$ cat src/rtl/rcg_pkg.sv
// Shared constants for the reset and clock generation block and its host.
// Assumes a single 40 MHz system clock on both ends.
package rcg_pkg;
   // Clock rate and timing figures, each with its derived cycle count.
   localparam int SYS_CLK_MHZ = 40;
   localparam int RESET_DELAY_US = 100;
   localparam int RESET_DELAY_CYC = RESET_DELAY_US * SYS_CLK_MHZ;
   localparam int POR_HOLD_US = 100;
   localparam int POR_HOLD_CYC = POR_HOLD_US * SYS_CLK_MHZ;
   localparam int PLL_SETTLE_US = 500;
   localparam int PLL_SETTLE_CYC = PLL_SETTLE_US * SYS_CLK_MHZ;

   // Device register offsets on the configuration port.
   localparam logic [7:0] DOT_CFG_ADDR = 8'h24;
   localparam logic [7:0] DEV_STAT_ADDR = 8'h28;
   localparam logic [7:0] ISA_DIV_ADDR = 8'h50;

   // Reset values and the writable mask of the dot clock register.
   localparam logic [31:0] DOT_CFG_RESET = 32'h0000_0000;
   localparam logic [31:0] DOT_CFG_WMASK = 32'hDFFF_FD07;
   localparam logic [7:0] ISA_DIV_RESET = 8'h7B;

   // Field positions of the dot clock register and the ISA divisor register.
   localparam int FB_RESET_BIT = 31;
   localparam int HALF_OFF_BIT = 30;
   localparam int PD_MSB = 28;
   localparam int PD_LSB = 24;
   localparam int FD_ODD_BIT = 23;
   localparam int N_MSB = 22;
   localparam int N_LSB = 12;
   localparam int PLL_ON_BIT = 11;
   localparam int TV_SEL_BIT = 10;
   localparam int BYPASS_BIT = 8;
   localparam int ID_MSB = 2;
   localparam int ID_LSB = 0;
   localparam int ISA_DIV_MSB = 2;

   // Special codes and offsets of the divisor fields.
   localparam logic [4:0] PD_UNITY_CODE = 5'h0F;
   localparam logic [3:0] ID_OFFSET = 4'h2;
   localparam logic [3:0] ISA_OFFSET = 4'h1;
   localparam logic [10:0] LFSR_N_ONE = 11'h3FF;
   localparam logic [10:0] LFSR_N_LAST = 11'h7FF;

   // Post divisor for each five-bit code; zero marks the reserved code.
   localparam logic [4:0] PD_TABLE [32] = '{
      5'h08, 5'h06, 5'h12, 5'h04, 5'h0C, 5'h10, 5'h18, 5'h02,
      5'h0A, 5'h14, 5'h0E, 5'h1A, 5'h16, 5'h1C, 5'h1E, 5'h01,
      5'h09, 5'h07, 5'h13, 5'h05, 5'h0D, 5'h11, 5'h19, 5'h03,
      5'h0B, 5'h15, 5'h0F, 5'h1B, 5'h17, 5'h1D, 5'h1F, 5'h00};

   // Host register offsets on its software port.
   localparam logic [7:0] HOST_ISA_ADDR = 8'h00;
   localparam logic [7:0] HOST_DOT_ADDR = 8'h04;
   localparam logic [7:0] HOST_CMD_ADDR = 8'h08;
   localparam logic [7:0] HOST_STAT_ADDR = 8'h0C;
   localparam logic [7:0] HOST_MIRROR_ADDR = 8'h10;
endpackage : rcg_pkg

$ cat src/rtl/rcg_link_if.sv
// Link between the reset and clock generator and the host that drives it.
// Both ends run on the same system clock; no clocking block is used.
`timescale 1ns/10ps
interface rcg_link_if;
   logic power_on_reset_n;
   logic pci_bus_reset_n;
   logic cpu_reset;
   logic isa_bus_clock;
   logic pixel_dot_clock;
   logic [7:0] cfg_addr;
   logic [31:0] cfg_wdata;
   logic cfg_wr;
   logic cfg_rd;
   logic [31:0] cfg_rdata;

   modport device (
      input power_on_reset_n,
      input cfg_addr,
      input cfg_wdata,
      input cfg_wr,
      input cfg_rd,
      output pci_bus_reset_n,
      output cpu_reset,
      output isa_bus_clock,
      output pixel_dot_clock,
      output cfg_rdata
   );

   modport host (
      output power_on_reset_n,
      output cfg_addr,
      output cfg_wdata,
      output cfg_wr,
      output cfg_rd,
      input pci_bus_reset_n,
      input cpu_reset,
      input isa_bus_clock,
      input pixel_dot_clock,
      input cfg_rdata
   );
endinterface : rcg_link_if

$ cat src/rtl/rcg_device.sv
// Reset and clock generator: bus and processor resets, ISA clock divider,
// dot clock PLL configuration and output select.
// Assumes the system clock is the PCI clock and that the PLL itself is an
// outside macro fed by the scaler outputs.
// Function
// Release both resets 100 us after power-on.
// Power-on held at least 100 us.
// ISA clock divides PCI clock by field.
// ISA code zero reserved, others select divisor.
// Software keeps ISA clock near 8.33 MHz.
// Dot clock configured through offset 24h.
// Software keeps dot clock within range.
// Dot clock from reference, feedback, post, input.
// Software keeps VCO between 140 and 300.
// Post and input divisor field positions.
// Feedback is twice N plus odd bit.
// Post code maps through fixed table.
// Input divisor equals code plus two.
// Software sequences reset, bypass, settle, release.
// Enable, TV select, bypass; unity forces enable.
// N field is LFSR pattern, translated.
// ISA divisor reloads only at boundary.
`timescale 1ns/10ps
module rcg_device (
   input wire logic i_sys_clk,
   input wire logic i_reset,
   input wire logic i_clk_en,
   rcg_link_if.device link,
   input wire logic i_reference_osc_in,
   input wire logic i_tv_encoder_clock_in,
   input wire logic i_pll_vco_out,
   output logic [3:0] o_pll_input_scaler,
   output logic [11:0] o_pll_feedback_scaler,
   output logic [4:0] o_pll_post_scaler,
   output logic o_pll_enable,
   output logic o_pll_fb_reset,
   output logic o_pll_bypass,
   output logic o_pll_half_clock_off
);
   import rcg_pkg::*;

   logic [31:0] dot_cfg;
   logic [7:0] isa_cfg;
   logic por_prev;
   logic reset_hold;
   logic [12:0] rst_cnt;
   logic [3:0] isa_div;
   logic [3:0] isa_cnt;
   logic [10:0] lfsr_state;
   logic [10:0] lfsr_target;
   logic [10:0] lfsr_count;
   logic [10:0] n_binary;
   logic n_valid;
   logic searching;

   // Register decode on the configuration port.
   wire dot_sel = link.cfg_addr == DOT_CFG_ADDR;
   wire isa_sel = link.cfg_addr == ISA_DIV_ADDR;
   wire stat_sel = link.cfg_addr == DEV_STAT_ADDR;
   wire dot_wr = link.cfg_wr && dot_sel;
   wire isa_wr = link.cfg_wr && isa_sel;
   wire [31:0] stat_word = {14'h0000, reset_hold, n_valid, 5'h00, n_binary};
   wire [31:0] next_rdata = !link.cfg_rd ? 32'h0000_0000 :
                            dot_sel ? dot_cfg :
                            isa_sel ? {24'h00_0000, isa_cfg} :
                            stat_sel ? stat_word : 32'h0000_0000;

   // Dot clock register store.
   // Reserved bits are masked on write so they always read as zero.
   always_ff @(posedge i_sys_clk) begin
      if (i_reset) begin
         dot_cfg <= DOT_CFG_RESET;
         isa_cfg <= ISA_DIV_RESET;
         link.cfg_rdata <= 32'h0000_0000;
      end else if (i_clk_en) begin
         if (dot_wr) begin
            dot_cfg <= link.cfg_wdata & DOT_CFG_WMASK;
         end
         // ISA divisor field store.
         if (isa_wr) begin
            isa_cfg <= link.cfg_wdata[7:0];
         end
         link.cfg_rdata <= next_rdata;
      end
   end

   // Reset delay timing.
   // The count starts at each power-on assertion; release also waits for
   // the input to go inactive, so a short pulse cannot cut the delay.
   wire por_fell = por_prev && !link.power_on_reset_n;
   wire delay_done = rst_cnt == 13'(RESET_DELAY_CYC);
   wire next_hold = por_fell ? 1'b1 :
                    (delay_done && link.power_on_reset_n) ? 1'b0 : reset_hold;

   always_ff @(posedge i_sys_clk) begin
      if (i_reset) begin
         por_prev <= 1'b0;
         reset_hold <= 1'b1;
         rst_cnt <= 13'h0000;
         link.pci_bus_reset_n <= 1'b0;
         link.cpu_reset <= 1'b1;
      end else if (i_clk_en) begin
         por_prev <= link.power_on_reset_n;
         reset_hold <= next_hold;
         if (por_fell) begin
            rst_cnt <= 13'h0000;
         end else if (!delay_done) begin
            rst_cnt <= rst_cnt + 13'h0001;
         end
         // Drive both resets.
         link.pci_bus_reset_n <= !next_hold;
         link.cpu_reset <= next_hold;
      end
   end

   // ISA divisor decode.
   // Code zero is reserved, so the divider keeps its old ratio for it.
   wire [2:0] isa_code = isa_cfg[ISA_DIV_MSB:0];
   wire isa_code_ok = isa_code != 3'h0;
   wire [3:0] isa_code_div = {1'b0, isa_code} + ISA_OFFSET;
   wire isa_wrap = isa_cnt == (isa_div - 4'h1);
   // Reload at boundary.
   wire [3:0] next_isa_div = (isa_wrap && isa_code_ok) ? isa_code_div
                                                        : isa_div;
   wire [3:0] next_isa_cnt = isa_wrap ? 4'h0 : isa_cnt + 4'h1;

   // ISA clock divider.
   // High for the lower half of each period; odd ratios are short high.
   always_ff @(posedge i_sys_clk) begin
      if (i_reset) begin
         isa_div <= {1'b0, ISA_DIV_RESET[ISA_DIV_MSB:0]} + ISA_OFFSET;
         isa_cnt <= 4'h0;
         link.isa_bus_clock <= 1'b0;
      end else if (i_clk_en) begin
         isa_div <= next_isa_div;
         isa_cnt <= next_isa_cnt;
         link.isa_bus_clock <= next_isa_cnt < {1'b0, next_isa_div[3:1]};
      end
   end

   // LFSR pattern search.
   // The pattern is walked from the N of one upward; a pattern never met
   // before the last step leaves the feedback count invalid at zero. The
   // walk takes at most 2047 cycles, well inside the PLL settle time.
   wire [10:0] next_lfsr = {~(lfsr_state[9] ^ lfsr_state[0]),
                            lfsr_state[10:1]};
   wire lfsr_hit = lfsr_state == lfsr_target;
   // A rewrite with the same N keeps the result, so the later writes of a
   // change sequence do not void the count just before status is read.
   wire n_changed = link.cfg_wdata[N_MSB:N_LSB] != lfsr_target;

   always_ff @(posedge i_sys_clk) begin
      if (i_reset) begin
         lfsr_state <= LFSR_N_ONE;
         lfsr_target <= DOT_CFG_RESET[N_MSB:N_LSB];
         lfsr_count <= 11'h001;
         n_binary <= 11'h000;
         n_valid <= 1'b0;
         searching <= 1'b1;
      end else if (i_clk_en) begin
         if (dot_wr && n_changed) begin
            lfsr_state <= LFSR_N_ONE;
            lfsr_target <= link.cfg_wdata[N_MSB:N_LSB];
            lfsr_count <= 11'h001;
            n_valid <= 1'b0;
            searching <= 1'b1;
         end else if (searching) begin
            if (lfsr_hit) begin
               n_binary <= lfsr_count;
               n_valid <= 1'b1;
               searching <= 1'b0;
            end else if (lfsr_count == LFSR_N_LAST) begin
               n_binary <= 11'h000;
               searching <= 1'b0;
            end else begin
               lfsr_state <= next_lfsr;
               lfsr_count <= lfsr_count + 11'h001;
            end
         end
      end
   end

   // Post and input fields.
   wire [4:0] pd_code = dot_cfg[PD_MSB:PD_LSB];
   wire [2:0] id_code = dot_cfg[ID_MSB:ID_LSB];
   // Post divisor table.
   wire [4:0] pd_value = PD_TABLE[pd_code];
   // Input divisor offset.
   wire [3:0] id_value = {1'b0, id_code} + ID_OFFSET;
   // Feedback doubling plus odd.
   wire [11:0] fd_value = n_valid ? {n_binary, dot_cfg[FD_ODD_BIT]}
                                  : 12'h000;
   // Unity post forces enable.
   wire pll_on = dot_cfg[PLL_ON_BIT] || (pd_code == PD_UNITY_CODE);
   wire bypass = dot_cfg[BYPASS_BIT];
   // Output source select.
   // The clocks are sampled by the system clock, so this path only models
   // the source choice; a real part muxes them as clocks.
   wire next_dot = bypass ? i_reference_osc_in :
                   dot_cfg[TV_SEL_BIT] ? i_tv_encoder_clock_in :
                   pll_on ? i_pll_vco_out : 1'b0;

   // Scalers to the PLL.
   // The PLL forms reference times feedback over post times input.
   always_ff @(posedge i_sys_clk) begin
      if (i_reset) begin
         o_pll_input_scaler <= 4'h0;
         o_pll_feedback_scaler <= 12'h000;
         o_pll_post_scaler <= 5'h00;
         o_pll_enable <= 1'b0;
         o_pll_fb_reset <= 1'b0;
         o_pll_bypass <= 1'b0;
         o_pll_half_clock_off <= 1'b0;
         link.pixel_dot_clock <= 1'b0;
      end else if (i_clk_en) begin
         o_pll_input_scaler <= id_value;
         o_pll_feedback_scaler <= fd_value;
         o_pll_post_scaler <= pd_value;
         o_pll_enable <= pll_on;
         o_pll_fb_reset <= dot_cfg[FB_RESET_BIT];
         o_pll_bypass <= bypass;
         o_pll_half_clock_off <= dot_cfg[HALF_OFF_BIT];
         link.pixel_dot_clock <= next_dot;
      end
   end
endmodule : rcg_device

$ cat src/flat_wrapper.sv
// flat-port wrapper written by rule: the top's interface ports become plain ports
module rcg_device_flat import rcg_pkg::*;
  (i_sys_clk, i_reset, i_clk_en, i_reference_osc_in, i_tv_encoder_clock_in, i_pll_vco_out, o_pll_input_scaler, o_pll_feedback_scaler, o_pll_post_scaler, o_pll_enable, o_pll_fb_reset, o_pll_bypass, o_pll_half_clock_off, link_power_on_reset_n, link_cfg_addr, link_cfg_wdata, link_cfg_wr, link_cfg_rd, link_pci_bus_reset_n, link_cpu_reset, link_isa_bus_clock, link_pixel_dot_clock, link_cfg_rdata);
  rcg_link_if link_i ();
  input wire logic i_sys_clk;
  input wire logic i_reset;
  input wire logic i_clk_en;
  input wire logic i_reference_osc_in;
  input wire logic i_tv_encoder_clock_in;
  input wire logic i_pll_vco_out;
  output logic [3:0] o_pll_input_scaler;
  output logic [11:0] o_pll_feedback_scaler;
  output logic [4:0] o_pll_post_scaler;
  output logic o_pll_enable;
  output logic o_pll_fb_reset;
  output logic o_pll_bypass;
  output logic o_pll_half_clock_off;
  input wire logic [$bits(link_i.power_on_reset_n)-1:0] link_power_on_reset_n;
  input wire logic [$bits(link_i.cfg_addr)-1:0] link_cfg_addr;
  input wire logic [$bits(link_i.cfg_wdata)-1:0] link_cfg_wdata;
  input wire logic [$bits(link_i.cfg_wr)-1:0] link_cfg_wr;
  input wire logic [$bits(link_i.cfg_rd)-1:0] link_cfg_rd;
  output wire logic [$bits(link_i.pci_bus_reset_n)-1:0] link_pci_bus_reset_n;
  output wire logic [$bits(link_i.cpu_reset)-1:0] link_cpu_reset;
  output wire logic [$bits(link_i.isa_bus_clock)-1:0] link_isa_bus_clock;
  output wire logic [$bits(link_i.pixel_dot_clock)-1:0] link_pixel_dot_clock;
  output wire logic [$bits(link_i.cfg_rdata)-1:0] link_cfg_rdata;
  assign link_i.power_on_reset_n = link_power_on_reset_n;
  assign link_i.cfg_addr = link_cfg_addr;
  assign link_i.cfg_wdata = link_cfg_wdata;
  assign link_i.cfg_wr = link_cfg_wr;
  assign link_i.cfg_rd = link_cfg_rd;
  assign link_pci_bus_reset_n = link_i.pci_bus_reset_n;
  assign link_cpu_reset = link_i.cpu_reset;
  assign link_isa_bus_clock = link_i.isa_bus_clock;
  assign link_pixel_dot_clock = link_i.pixel_dot_clock;
  assign link_cfg_rdata = link_i.cfg_rdata;
  rcg_device u_core (.i_sys_clk(i_sys_clk), .i_reset(i_reset), .i_clk_en(i_clk_en), .link(link_i), .i_reference_osc_in(i_reference_osc_in), .i_tv_encoder_clock_in(i_tv_encoder_clock_in), .i_pll_vco_out(i_pll_vco_out), .o_pll_input_scaler(o_pll_input_scaler), .o_pll_feedback_scaler(o_pll_feedback_scaler), .o_pll_post_scaler(o_pll_post_scaler), .o_pll_enable(o_pll_enable), .o_pll_fb_reset(o_pll_fb_reset), .o_pll_bypass(o_pll_bypass), .o_pll_half_clock_off(o_pll_half_clock_off));
endmodule
$ cat config.mk
export PLATFORM = sky130hd
export DESIGN_NAME = rcg_device_flat
export DESIGN_NICKNAME = d
export VERILOG_FILES = /design/src/rtl/rcg_pkg.sv /design/src/rtl/rcg_link_if.sv /design/src/rtl/rcg_device.sv /design/src/flat_wrapper.sv
export SDC_FILE = /design/constraint.sdc
export NUM_CORES = 1
export LEC_CHECK = 0
export BUFFER_PORTS_ARGS = -buffer_cell sky130_fd_sc_hd__buf_2
export CAP_MARGIN = 20
export CORE_ASPECT_RATIO = 1.5
export CORE_MARGIN = 2
export CORE_UTILIZATION = 40
export DETAILED_ROUTE_END_ITERATION = 10
export PLACE_DENSITY_LB_ADDON = 0.12
export SLEW_MARGIN = 10
export SYNTH_ARGS = -nofsm -noshare
export SYNTH_HDL_FRONTEND = slang
export SYNTH_SLANG_ARGS = --single-unit
$ cat constraint.sdc
create_clock -name i_sys_clk -period 2.65 [get_ports i_sys_clk]
set_input_delay 0 -clock i_sys_clk [delete_from_list [all_inputs] [get_ports i_sys_clk]]
set_output_delay 0 -clock i_sys_clk [all_outputs]
set_load 0.01 [all_outputs]
Word level (Yosys, flattened, before mapping)

Memories as Yosys holds them, arrays and structs flattened. A register that Yosys moved wholly into a read port is not among the register bits.
Index checks and enable logic that the tools add are counted.

Memories: 1
Logic and storage cells: 100
Bits in writable memories: 0
Bits in read-only memories: 160
Register bits after elaboration: 157
Latch bits: 0

Memory list:

| memory           | words | bits a word | rd ports | clocked after Yosys merged registers in | wr ports | line              | RTL |
|---|---|---|---|---|---|---|---|
| (name not given) | 32    | 5           | 1        | 1                                       | 0        | rcg_device.sv:187 | `wire [4:0] pd_value = PD_TABLE[pd_code];` |

Order comparisons: 1
Muxes and demuxes: 31
Equality and inequality tests: 12
Bitwise operators: 4
Shift operators: 0
$add $sub $neg: 6
$mul: 0
Divide/modulo/power cells: 0
Reductions and logical operators: 21

Operators with widths:

| cell                    | number |
|---|---|
| $mux W11                | 10 |
| $mux W32                | 3 |
| $mux W13                | 2 |
| $mux W18                | 1 |
| $eq A8 B6 Y1 const B    | 2 |
| $add A13 B1 Y13 const B | 1 |
| $eq A13 B12 Y1 const B  | 1 |
| $mux W1                 | 12 |
| $mux W12                | 1 |
| $add A11 B1 Y11 const B | 1 |
| $eq A11 B11 Y1          | 1 |
| $eq A11 B11 Y1 const B  | 1 |
| $ne A11 B11 Y1          | 1 |
| $reduce_and A2 Y1       | 5 |
| $eq A8 B7 Y1 const B    | 1 |
| $mux W4                 | 2 |
| $reduce_and A4 Y1       | 2 |
| $logic_and A1 B1 Y1     | 6 |
| $not A5 Y6              | 1 |
| $reduce_bool A2 Y1      | 3 |
| $eq A5 B4 Y1 const B    | 1 |
| $add A3 B1 Y4 const B   | 1 |
| $add A3 B2 Y4 const B   | 1 |
| $add A4 B1 Y4 const B   | 1 |
| other kinds (11)        | 14 |

Depth between registers and ports, before layout

Gate-level depths: netlist of the first run.

Depth in word-level cells: 6
Mapped depth: 13
Depth with buffers taken out: 12

Worst setup path after synthesis of the first run

OpenSTA, ideal clock, no wires.

Path kind: flip-flop to flip-flop
From: register u_core.isa_div[0]
To: register u_core.link.isa_bus_clock
Period minus slack after synthesis: 2.547 ns
Library setup time: 0.070 ns
Arrival time: 2.478 ns
Stages on the path, launching flop included: 14
Setup slack: 0.103 ns
Path through: dfxtp_1 inv_1 ha_1 xnor2_1 nor3_1 and2_1 buf_1 nand2_1 a32oi_1 ha_1 a21oi_1 o211ai_1 a21o_1 a21oi_1

Cells in the longest elaborated chain, start to end: 5
Elaborated cells on any way between the ends: 6

Ends and longest elaborated chain:

| item                   | line              | RTL |
|---|---|---|
| start, declared        | rcg_device.sv:47  | `logic [3:0] isa_div;` |
| start signal, assigned | rcg_device.sv:131 | `isa_div <= {1'b0, ISA_DIV_RESET[ISA_DIV_MSB:0]} + ISA_OFFSET;` |
| start signal, assigned | rcg_device.sv:135 | `isa_div <= next_isa_div;` |
| $sub A4 B1 Y4 *        | rcg_device.sv:121 | `wire isa_wrap = isa_cnt == (isa_div - 4'h1);` |
| $eq A4 B4 Y1 *         | rcg_device.sv:121 |  |
| $logic_and A1 B1 Y1    | rcg_device.sv:123 | `wire [3:0] next_isa_div = (isa_wrap && isa_code_ok) ? isa_code_div` |
| $mux W4                | rcg_device.sv:123 |  |
| $lt A4 B3 Y1 *         | rcg_device.sv:137 | `link.isa_bus_clock <= next_isa_cnt < {1'b0, next_isa_div[3:1]};` |
| end signal, assigned   | rcg_device.sv:137 |  |
| end, declared          | rcg_link_if.sv:24 | `output isa_bus_clock,` |

Mark *: on every way between the ends. The rest lies on a longest branch, timed or not.
A chain may end at the register's enable or synchronous reset.

Final worst setup path of the first run

From: register u_core.isa_div[0]
To: register u_core.link.isa_bus_clock

Elaborated cells on any way between the ends: 6

RTL lines:

| item                       | line              | RTL |
|---|---|---|
| $sub A4 B1 Y4              | rcg_device.sv:121 |  |
| $eq A4 B4 Y1               | rcg_device.sv:121 |  |
| $mux W4                    | rcg_device.sv:125 | `wire [3:0] next_isa_cnt = isa_wrap ? 4'h0 : isa_cnt + 4'h1;` |
| via u_core.next_isa_cnt[2] | rcg_device.sv:125 |  |
| $lt A4 B3 Y1               | rcg_device.sv:137 |  |

The timed path passes the listed nets, and every way through them passes these cells.

==> results of run 1 <==
[cells in the mapped netlist (all sizes together) (3+ instances only)]
| cell type | n | area [um2] |
|---|---|---|
| nand3 | 27 | 135.1 |
| inv | 22 | 82.58 |
| nand2 | 86 | 322.8 |
| nor3b | 3 | 22.52 |
| or3 | 9 | 61.31 |
| ha | 15 | 187.7 |
| clkbuf | 37 | 138.9 |
| nor2 | 107 | 409.1 |
| nand4 | 7 | 50.05 |
| o21ai | 16 | 80.07 |
| and3 | 10 | 62.56 |
| o21bai | 11 | 82.58 |
| nor4b | 6 | 65.06 |
| or4 | 3 | 26.27 |
| xor2 | 19 | 166.4 |
| nor2b | 5 | 31.28 |
| a22oi | 19 | 142.6 |
| a211oi | 5 | 37.54 |
| nor3 | 20 | 105.1 |
| xnor2 | 21 | 183.9 |
| and2 | 3 | 18.77 |
| a211o | 7 | 61.31 |
| a31oi | 6 | 43.79 |
| dfxtp | 161 | 3223 |
| a22o | 11 | 96.34 |
| mux2i | 22 | 220.2 |
| o211ai | 4 | 30.03 |
| a222oi | 12 | 120.1 |
| a21oi | 70 | 350.3 |
| buf | 16 | 97.59 |
[stage by stage]
stage,area [um2],power [W]
final,8503,0.005133
after global routing,8503,0.005317
after CTS,8503,0.005189
after detailed placement,7595,0.002766
after global placement,7595,0.002757
after floorplan,6918,0.002669
[layer usage]
| layer | vias to the layer above | GRT usage, % | share of wire (%) |
|---|---|---|---|
| met4 | 0 | 7.688 | 2.2 |
| met5 | - | 0 | 0 |
| li1 | 2971 | - | - |
| met2 | 148 | 36.42 | 53 |
| met1 | 2857 | 22.62 | 40 |
| met3 | 27 | 4.161 | 4.8 |
[sequential cells by signal, summed over array words and instances, names as in the netlist, 4 cells and up]
signal / count
u_core.rst_cnt: 13
u_core.o_pll_input_scaler: 4
u_core.o_pll_feedback_scaler: 12
u_core.isa_cnt: 4
u_core.isa_cfg: 8
u_core.lfsr_state: 11
u_core.link.cfg_rdata: 31
u_core.o_pll_post_scaler: 5
u_core.isa_div: 4
u_core.n_binary: 11
u_core.dot_cfg: 25
u_core.lfsr_count: 11
u_core.lfsr_target: 11
[path summary, 6_finish.rpt]
| path | slack (ps) | cells past startpoint | from | endpoint |
|---|---|---|---|---|
| max | 200 | 12 | u_core.isa_div[0] | u_core.link.isa_bus_clock |
| min | 30 | 2 | i_reset | u_core.link.cfg_rdata[6] |
| max reg2reg | 200 | 12 | u_core.isa_div[0] | u_core.link.isa_bus_clock |
| min reg2reg | 460 | 2 | u_core.o_pll_feedback_scaler[6] | u_core.o_pll_feedback_scaler[6] |
[critical path, delay by kind of cell (launching register included)]
kind                       cells  cell delay (ps)
adders and majority gates      2              610
AOI/OAI and AO/OA              4              550
and+or+nand+nor                3              450
DFF                            1              390
buffers and inverters          2              260
xor gates and xnor gates       1              120
[logic make-up (layout without fill, tap and decap cells)]
group | count (synthesis) | in the layout | share of synthesized area, %
other | 1 | 1 | 0.05421
and+or+nand+nor | 295 | 295 | 20.18
xor gates and xnor gates | 41 | 41 | 5.408
adders and majority gates | 15 | 15 | 2.713
buffers and inverters | 75 | 207 | 4.612
muxes | 25 | 25 | 3.997
AOI/OAI and AO/OA | 171 | 171 | 16.44
DFF | 161 | 161 | 46.59
[cell type report]
class                   count  area, um2
well taps                 210      262.8
inverters                  22      82.58
fillers                  1620       8333
clock buffers              18      429.2
clock inverters            14      148.9
flip-flops and latches    161       3223
multi-input cells         548       3376
repair buffers            153      980.9
[where the power goes]
group          internal, W  switching [W]
Combinational     0.000123       0.000160
Sequential         0.00244      0.0000238
Clock              0.00133        0.00106
Total              0.00389        0.00124
==> impl_metrics.csv, run 1 <==
group,metric,value,unit
routing,drtPass1Iterations,8,
logic_synthesis,synth_cell_types,62,
job,cap_violations,0,
die,num_rows,58,
global_route,antenna_found_initial,0,
logic_synthesis,synth_edf_count,0,
die,dieArea,18380,um2
clock_network,post_cts.repair.setup_buffers,0,
layout,stdcell_count,1126,
logic_synthesis,synthArstFlopShare,0,%
clock_network,insertion_delay,420,ps
timing,fin_crit_sh,92.28,%
placement,detailedPlace.worstSlack,211.6,ps
logic_synthesis,syn-num-nets,848,
worst_setup_path,path_max_fanout,12,
placement,port_buffers,106,
timing,max_freq,0.4089,GHz
layout,final_cell_mix,"dfxtp_1, nor2_1, buf_2",
clock_network,clkTransAtPathRegs,70,ps
clock_network,cts_root_buf,"clkbuf_16",
global_route,grt_max_degree,56,
worst_setup_path,required,3000,ps
layout,fin_util,50.51,%
timing,slew_headroom,38.41,%
clock_network,htree_levels,4,
layout,diodes,0,
routing,postRouteAntennaNets,0,
worst_setup_path,critPathSlowestCell,"dfxtp_1",
placement,dp_hpwl,12710,um
logic_synthesis,synthCells,784,
power,p_leak,3.454,nW
clock_network,numCtsBuffers,17,
die,die_x,111.4,um
clock_network,postCtsResizedCells,0,
logic_synthesis,yosys_warnings,0,
timing,post-route-min-period,2445,ps
global_route,grt_pass1_vias,5933,
die,die_h,165.1,um
logic_synthesis,synth_area,6918,um2
routing,post_drt_wl_per_cell,16.11,um
clock_network,holdBufCountCts,33,
placement,dp.cells,1061,
timing,tightest_slew,919.5,ps
die,start_util,41.09,%
layout,layout-area-overhead-vs-synth,22.92,%
worst_setup_path,cp_cell_sequence,"inv_1, ha_1, xnor2_1, nor3_1, and2_1, buf_4, nor2_1, ha_1, a21oi_1, o211ai_1, a21o_1, a21oi_1",
worst_setup_path,worstSetupPathType,"flip-flop to flip-flop",
worst_setup_path,cp_slowest_stage_delay,390,ps
routing,vias_per_cell,5.331,
global_route,grt_pass1_wl,29370,um
timing,layout_setup_ws,204.6,ps
layout,final_common_cell,"dfxtp_1",
logic_synthesis,ys_seq_elements,161,
status,status,"finished clean",
die,core,16840,um2
clock_network,cts_sinks,161,
global_route,track_usage,19.85,%
routing,num_vias,6003,
placement,gp_congestion,0.7688,
timing,setup_tns,0,ps
timing,whs,34.31,ps
timing,skew,8.186,ps
clock_network,cts_tree,"built",
timing,maxSlewViolCount,0,
logic_synthesis,ys_seq_area_share,46.59,%
worst_setup_path,endpoint_kind,"flip-flop",
worst_hold_path,hp-class,"primary input to flip-flop",
global_route,grt-ovfl-total,0,
timing,hold_viol,0,
power,ir_drop,0.3670,mV
timing,rsz0062_at_grt,"no",
logic_synthesis,avgSynthCellArea,8.824,um2
routing,drtIter0Drc,386,
worst_setup_path,arrival,2790,ps
worst_setup_path,start_kind,"flip-flop",
timing,setup_violations,0,
logic_synthesis,synth_flop_cell,"dfxtp_1",
power,power_density,603.6,nW/um2
layout,drive_gt1_share,18.23,%
routing,route.detailed.drc,0,
clock_network,cts_max_path_buffers,2,
layout,finalNetCount,967,
routing,finalWirelength,18140,um
die,io_pins,110,
Power figures use the tool's default switching activity.
==> run 2, diff against run 1 <==
--- a/config.mk
+++ b/config.mk
@@ -9,7 +9,7 @@
 export CAP_MARGIN = 20
 export CORE_ASPECT_RATIO = 1.5
 export CORE_MARGIN = 2
-export CORE_UTILIZATION = 40
+export CORE_UTILIZATION = 45
 export DETAILED_ROUTE_END_ITERATION = 10
 export PLACE_DENSITY_LB_ADDON = 0.12
 export SLEW_MARGIN = 10
==> run 2 against run 1 <==
Global-route usage rose by 1.2 points. Clock skew hardly changed. Worst setup slack gained 28 ps. Via count is 0.50% lower. Power down 0.59%. Non-clock buffer count decreased by 2. Wire length shrank 4.9%. Largest power group unchanged.
==> impl_metrics.csv, run 2 (same netlist as run 1, synthesis figures left out) <==
group,metric,value,unit
layout,final_area,8473,um2
timing,rsz0062_at_grt,"no",
layout,top_register,"u_core.link.cfg_rdata",
power,p_leak,3.445,nW
clock_network,cts_tree,"built",
layout,seq_area,3223,um2
routing,num_vias,5973,
timing,skew,8.033,ps
die,start_util,45.90,%
worst_setup_path,path_common_cell,"a21oi_1",
die,io_pins,110,
die,num_rows,55,
clock_network,cts_root_buf,"clkbuf_16",
timing,hold_viol,0,
global_route,track_usage,21.02,%
global_route,grt-ovfl-total,0,
clock_network,cts_max_path_buffers,2,
placement,gp_congestion,0.8244,
placement,port_buffers,106,
placement,dp_hpwl,12170,um
routing,drtPass1Iterations,6,
timing,tightest_slew,930.2,ps
global_route,grt_pass1_vias,5802,
power,ir_drop,0.4245,mV
worst_setup_path,cp_top_family,"compound AO/OA/AOI/OAI gates",
routing,vias_per_cell,5.376,
worst_setup_path,crit-reg2reg-launch,"u_core.isa_div[0]",
layout,stdcell_count,1111,
clock_network,htree_levels,4,
worst_setup_path,cp_slowest_stage_delay,390,ps
routing,postRouteAntennaNets,0,
worst_setup_path,critPathSlowestCell,"dfxtp_1",
status,status,"finished clean",
layout,final_common_cell,"dfxtp_1",
placement,dpl_cell_area,7566,um2
global_route,grt_pass1_wl,27720,um
timing,maxSlewViolCount,0,
worst_setup_path,endpoint_kind,"flip-flop",
worst_setup_path,cp_cell_sequence,"inv_1, ha_1, xnor2_1, nor3_2, and2_4, buf_4, a21oi_1, o221ai_1, ha_1, a21oi_1, o211ai_1, a21o_1, a21oi_1",
die,dieArea,16400,um2
die,die_h,155.9,um
routing,route.detailed.drc,0,
routing,finalWirelength,17260,um
layout,drive_gt1_share,18.09,%
worst_setup_path,worst-path-buf-inv,2,
layout,diodes,0,
routing,post_drt_wl_per_cell,15.54,um
layout,largestRegisters,"u_core.link.cfg_rdata (31), u_core.dot_cfg (25), u_core.rst_cnt (13)",
worst_setup_path,rrSetupSlack,230,ps
worst_setup_path,start_kind,"flip-flop",
clock_network,post_cts.repair.setup_buffers,0,
timing,post-route-min-period,2418,ps
worst_setup_path,reg2reg_to,"u_core.link.isa_bus_clock",
worst_hold_path,hold_path_startpoint,"i_reset",
placement,dp.cells,1048,
timing,whs,19.72,ps
worst_setup_path,cp.depth,13,
worst_setup_path,reg2reg_depth,13,
routing,drtIter0Drc,313,
clock_network,clkTransAtPathRegs,60,ps
global_route,grt_max_degree,89,
timing,fin_crit_sh,91.24,%
worst_setup_path,startpoint,"u_core.isa_div[0]",
clock_network,insertion_delay,420,ps
global_route,antenna_found_initial,0,
layout,multi_input_area,3383,um2
worst_setup_path,worstSetupPathType,"flip-flop to flip-flop",
worst_setup_path,path_max_fanout,9,
power,power_density,602.2,nW/um2
job,cap_violations,0,
worst_hold_path,hp-class,"primary input to flip-flop",
worst_setup_path,arrival,2770,ps
layout,layout-area-overhead-vs-synth,22.48,%
worst_setup_path,endpoint,"u_core.link.isa_bus_clock",
layout,largest_reg_flops,31,
clock_network,numCtsBuffers,17,
die,core,15070,um2
layout,finalNetCount,965,
worst_setup_path,required,3000,ps
timing,max_freq,0.4136,GHz
layout,final_cell_mix,"dfxtp_1, nor2_1, buf_2",
clock_network,cts_sinks,161,
timing,setup_tns,0,ps
die,die_x,105.2,um
layout,fillers,1367,
timing,setup_violations,0,
timing,slew_headroom,37.70,%
[run 2: cell count changes in the layout (fill, tap and decap cells not counted), sizes merged]
cell / change
inv: -6
clkinv: +1
bufinv: +1
buf: -2
clkbuf: +2
[run 2: layout make-up]
cell class / instances / share of cell area (%)
Inverter: 22 / 0.9746
Tap cell: 199 / 2.939
Clock inverter: 10 / 1.329
Timing Repair Buffer: 151 / 11.40
Sequential cell: 161 / 38.04
Clock buffer: 20 / 5.390
Multi-Input combinational cell: 548 / 39.93
[run 2: per-stage QoR]
step	utilization [%]	setup slack (ps)	power (W)
global placement	50.20	244.4	0.002752
detailed placement	50.20	148.0	0.002760
finish	56.22	232.1	0.005103
global route	56.22	35.23	0.005272
CTS	56.17	117.7	0.005149
floorplan	-	102.7	0.002669
[run 2: timing repair]
action                                  in CTS  in global routing
resized for setup                            0                  3
hold endpoints to repair                    49                  0
hold buffers                                33                  0
endpoints found under the setup margin       0                  1
[run 2: report_power, final]
group	switching, W	total, W	internal (W)
Sequential	0.0000236	0.00247	0.00244
Combinational	0.000156	0.000279	0.000123
Clock	0.000937	0.00236	0.00142
Total	0.00112	0.00510	0.00399
[run 2: how the worst min path moves through the flow]
| stage | endpoint | slack, ps | depth (start not counted) |
|---|---|---|---|
| finish | u_core.link.cfg_rdata[9] | 20 | 2 |
| global route | u_core.link.cfg_rdata[3] | 40 | 2 |
| CTS | u_core.link.cfg_rdata[9] | 10 | 2 |
| detailed placement | u_core.isa_cfg[7] | 250 | 3 |
| global placement | u_core.isa_cfg[7] | 240 | 3 |
| floorplan | u_core.dot_cfg[12] | 140 | 2 |
[run 2: routing by layer]
| layer | routed length (um) | GRT usage [%] |
|---|---|---|
| met1 | 7087 | 23.70 |
| met2 | 8906 | 37.88 |
| met3 | 846 | 5.305 |
| met4 | 424 | 7.873 |
| met5 | 0 | 0 |
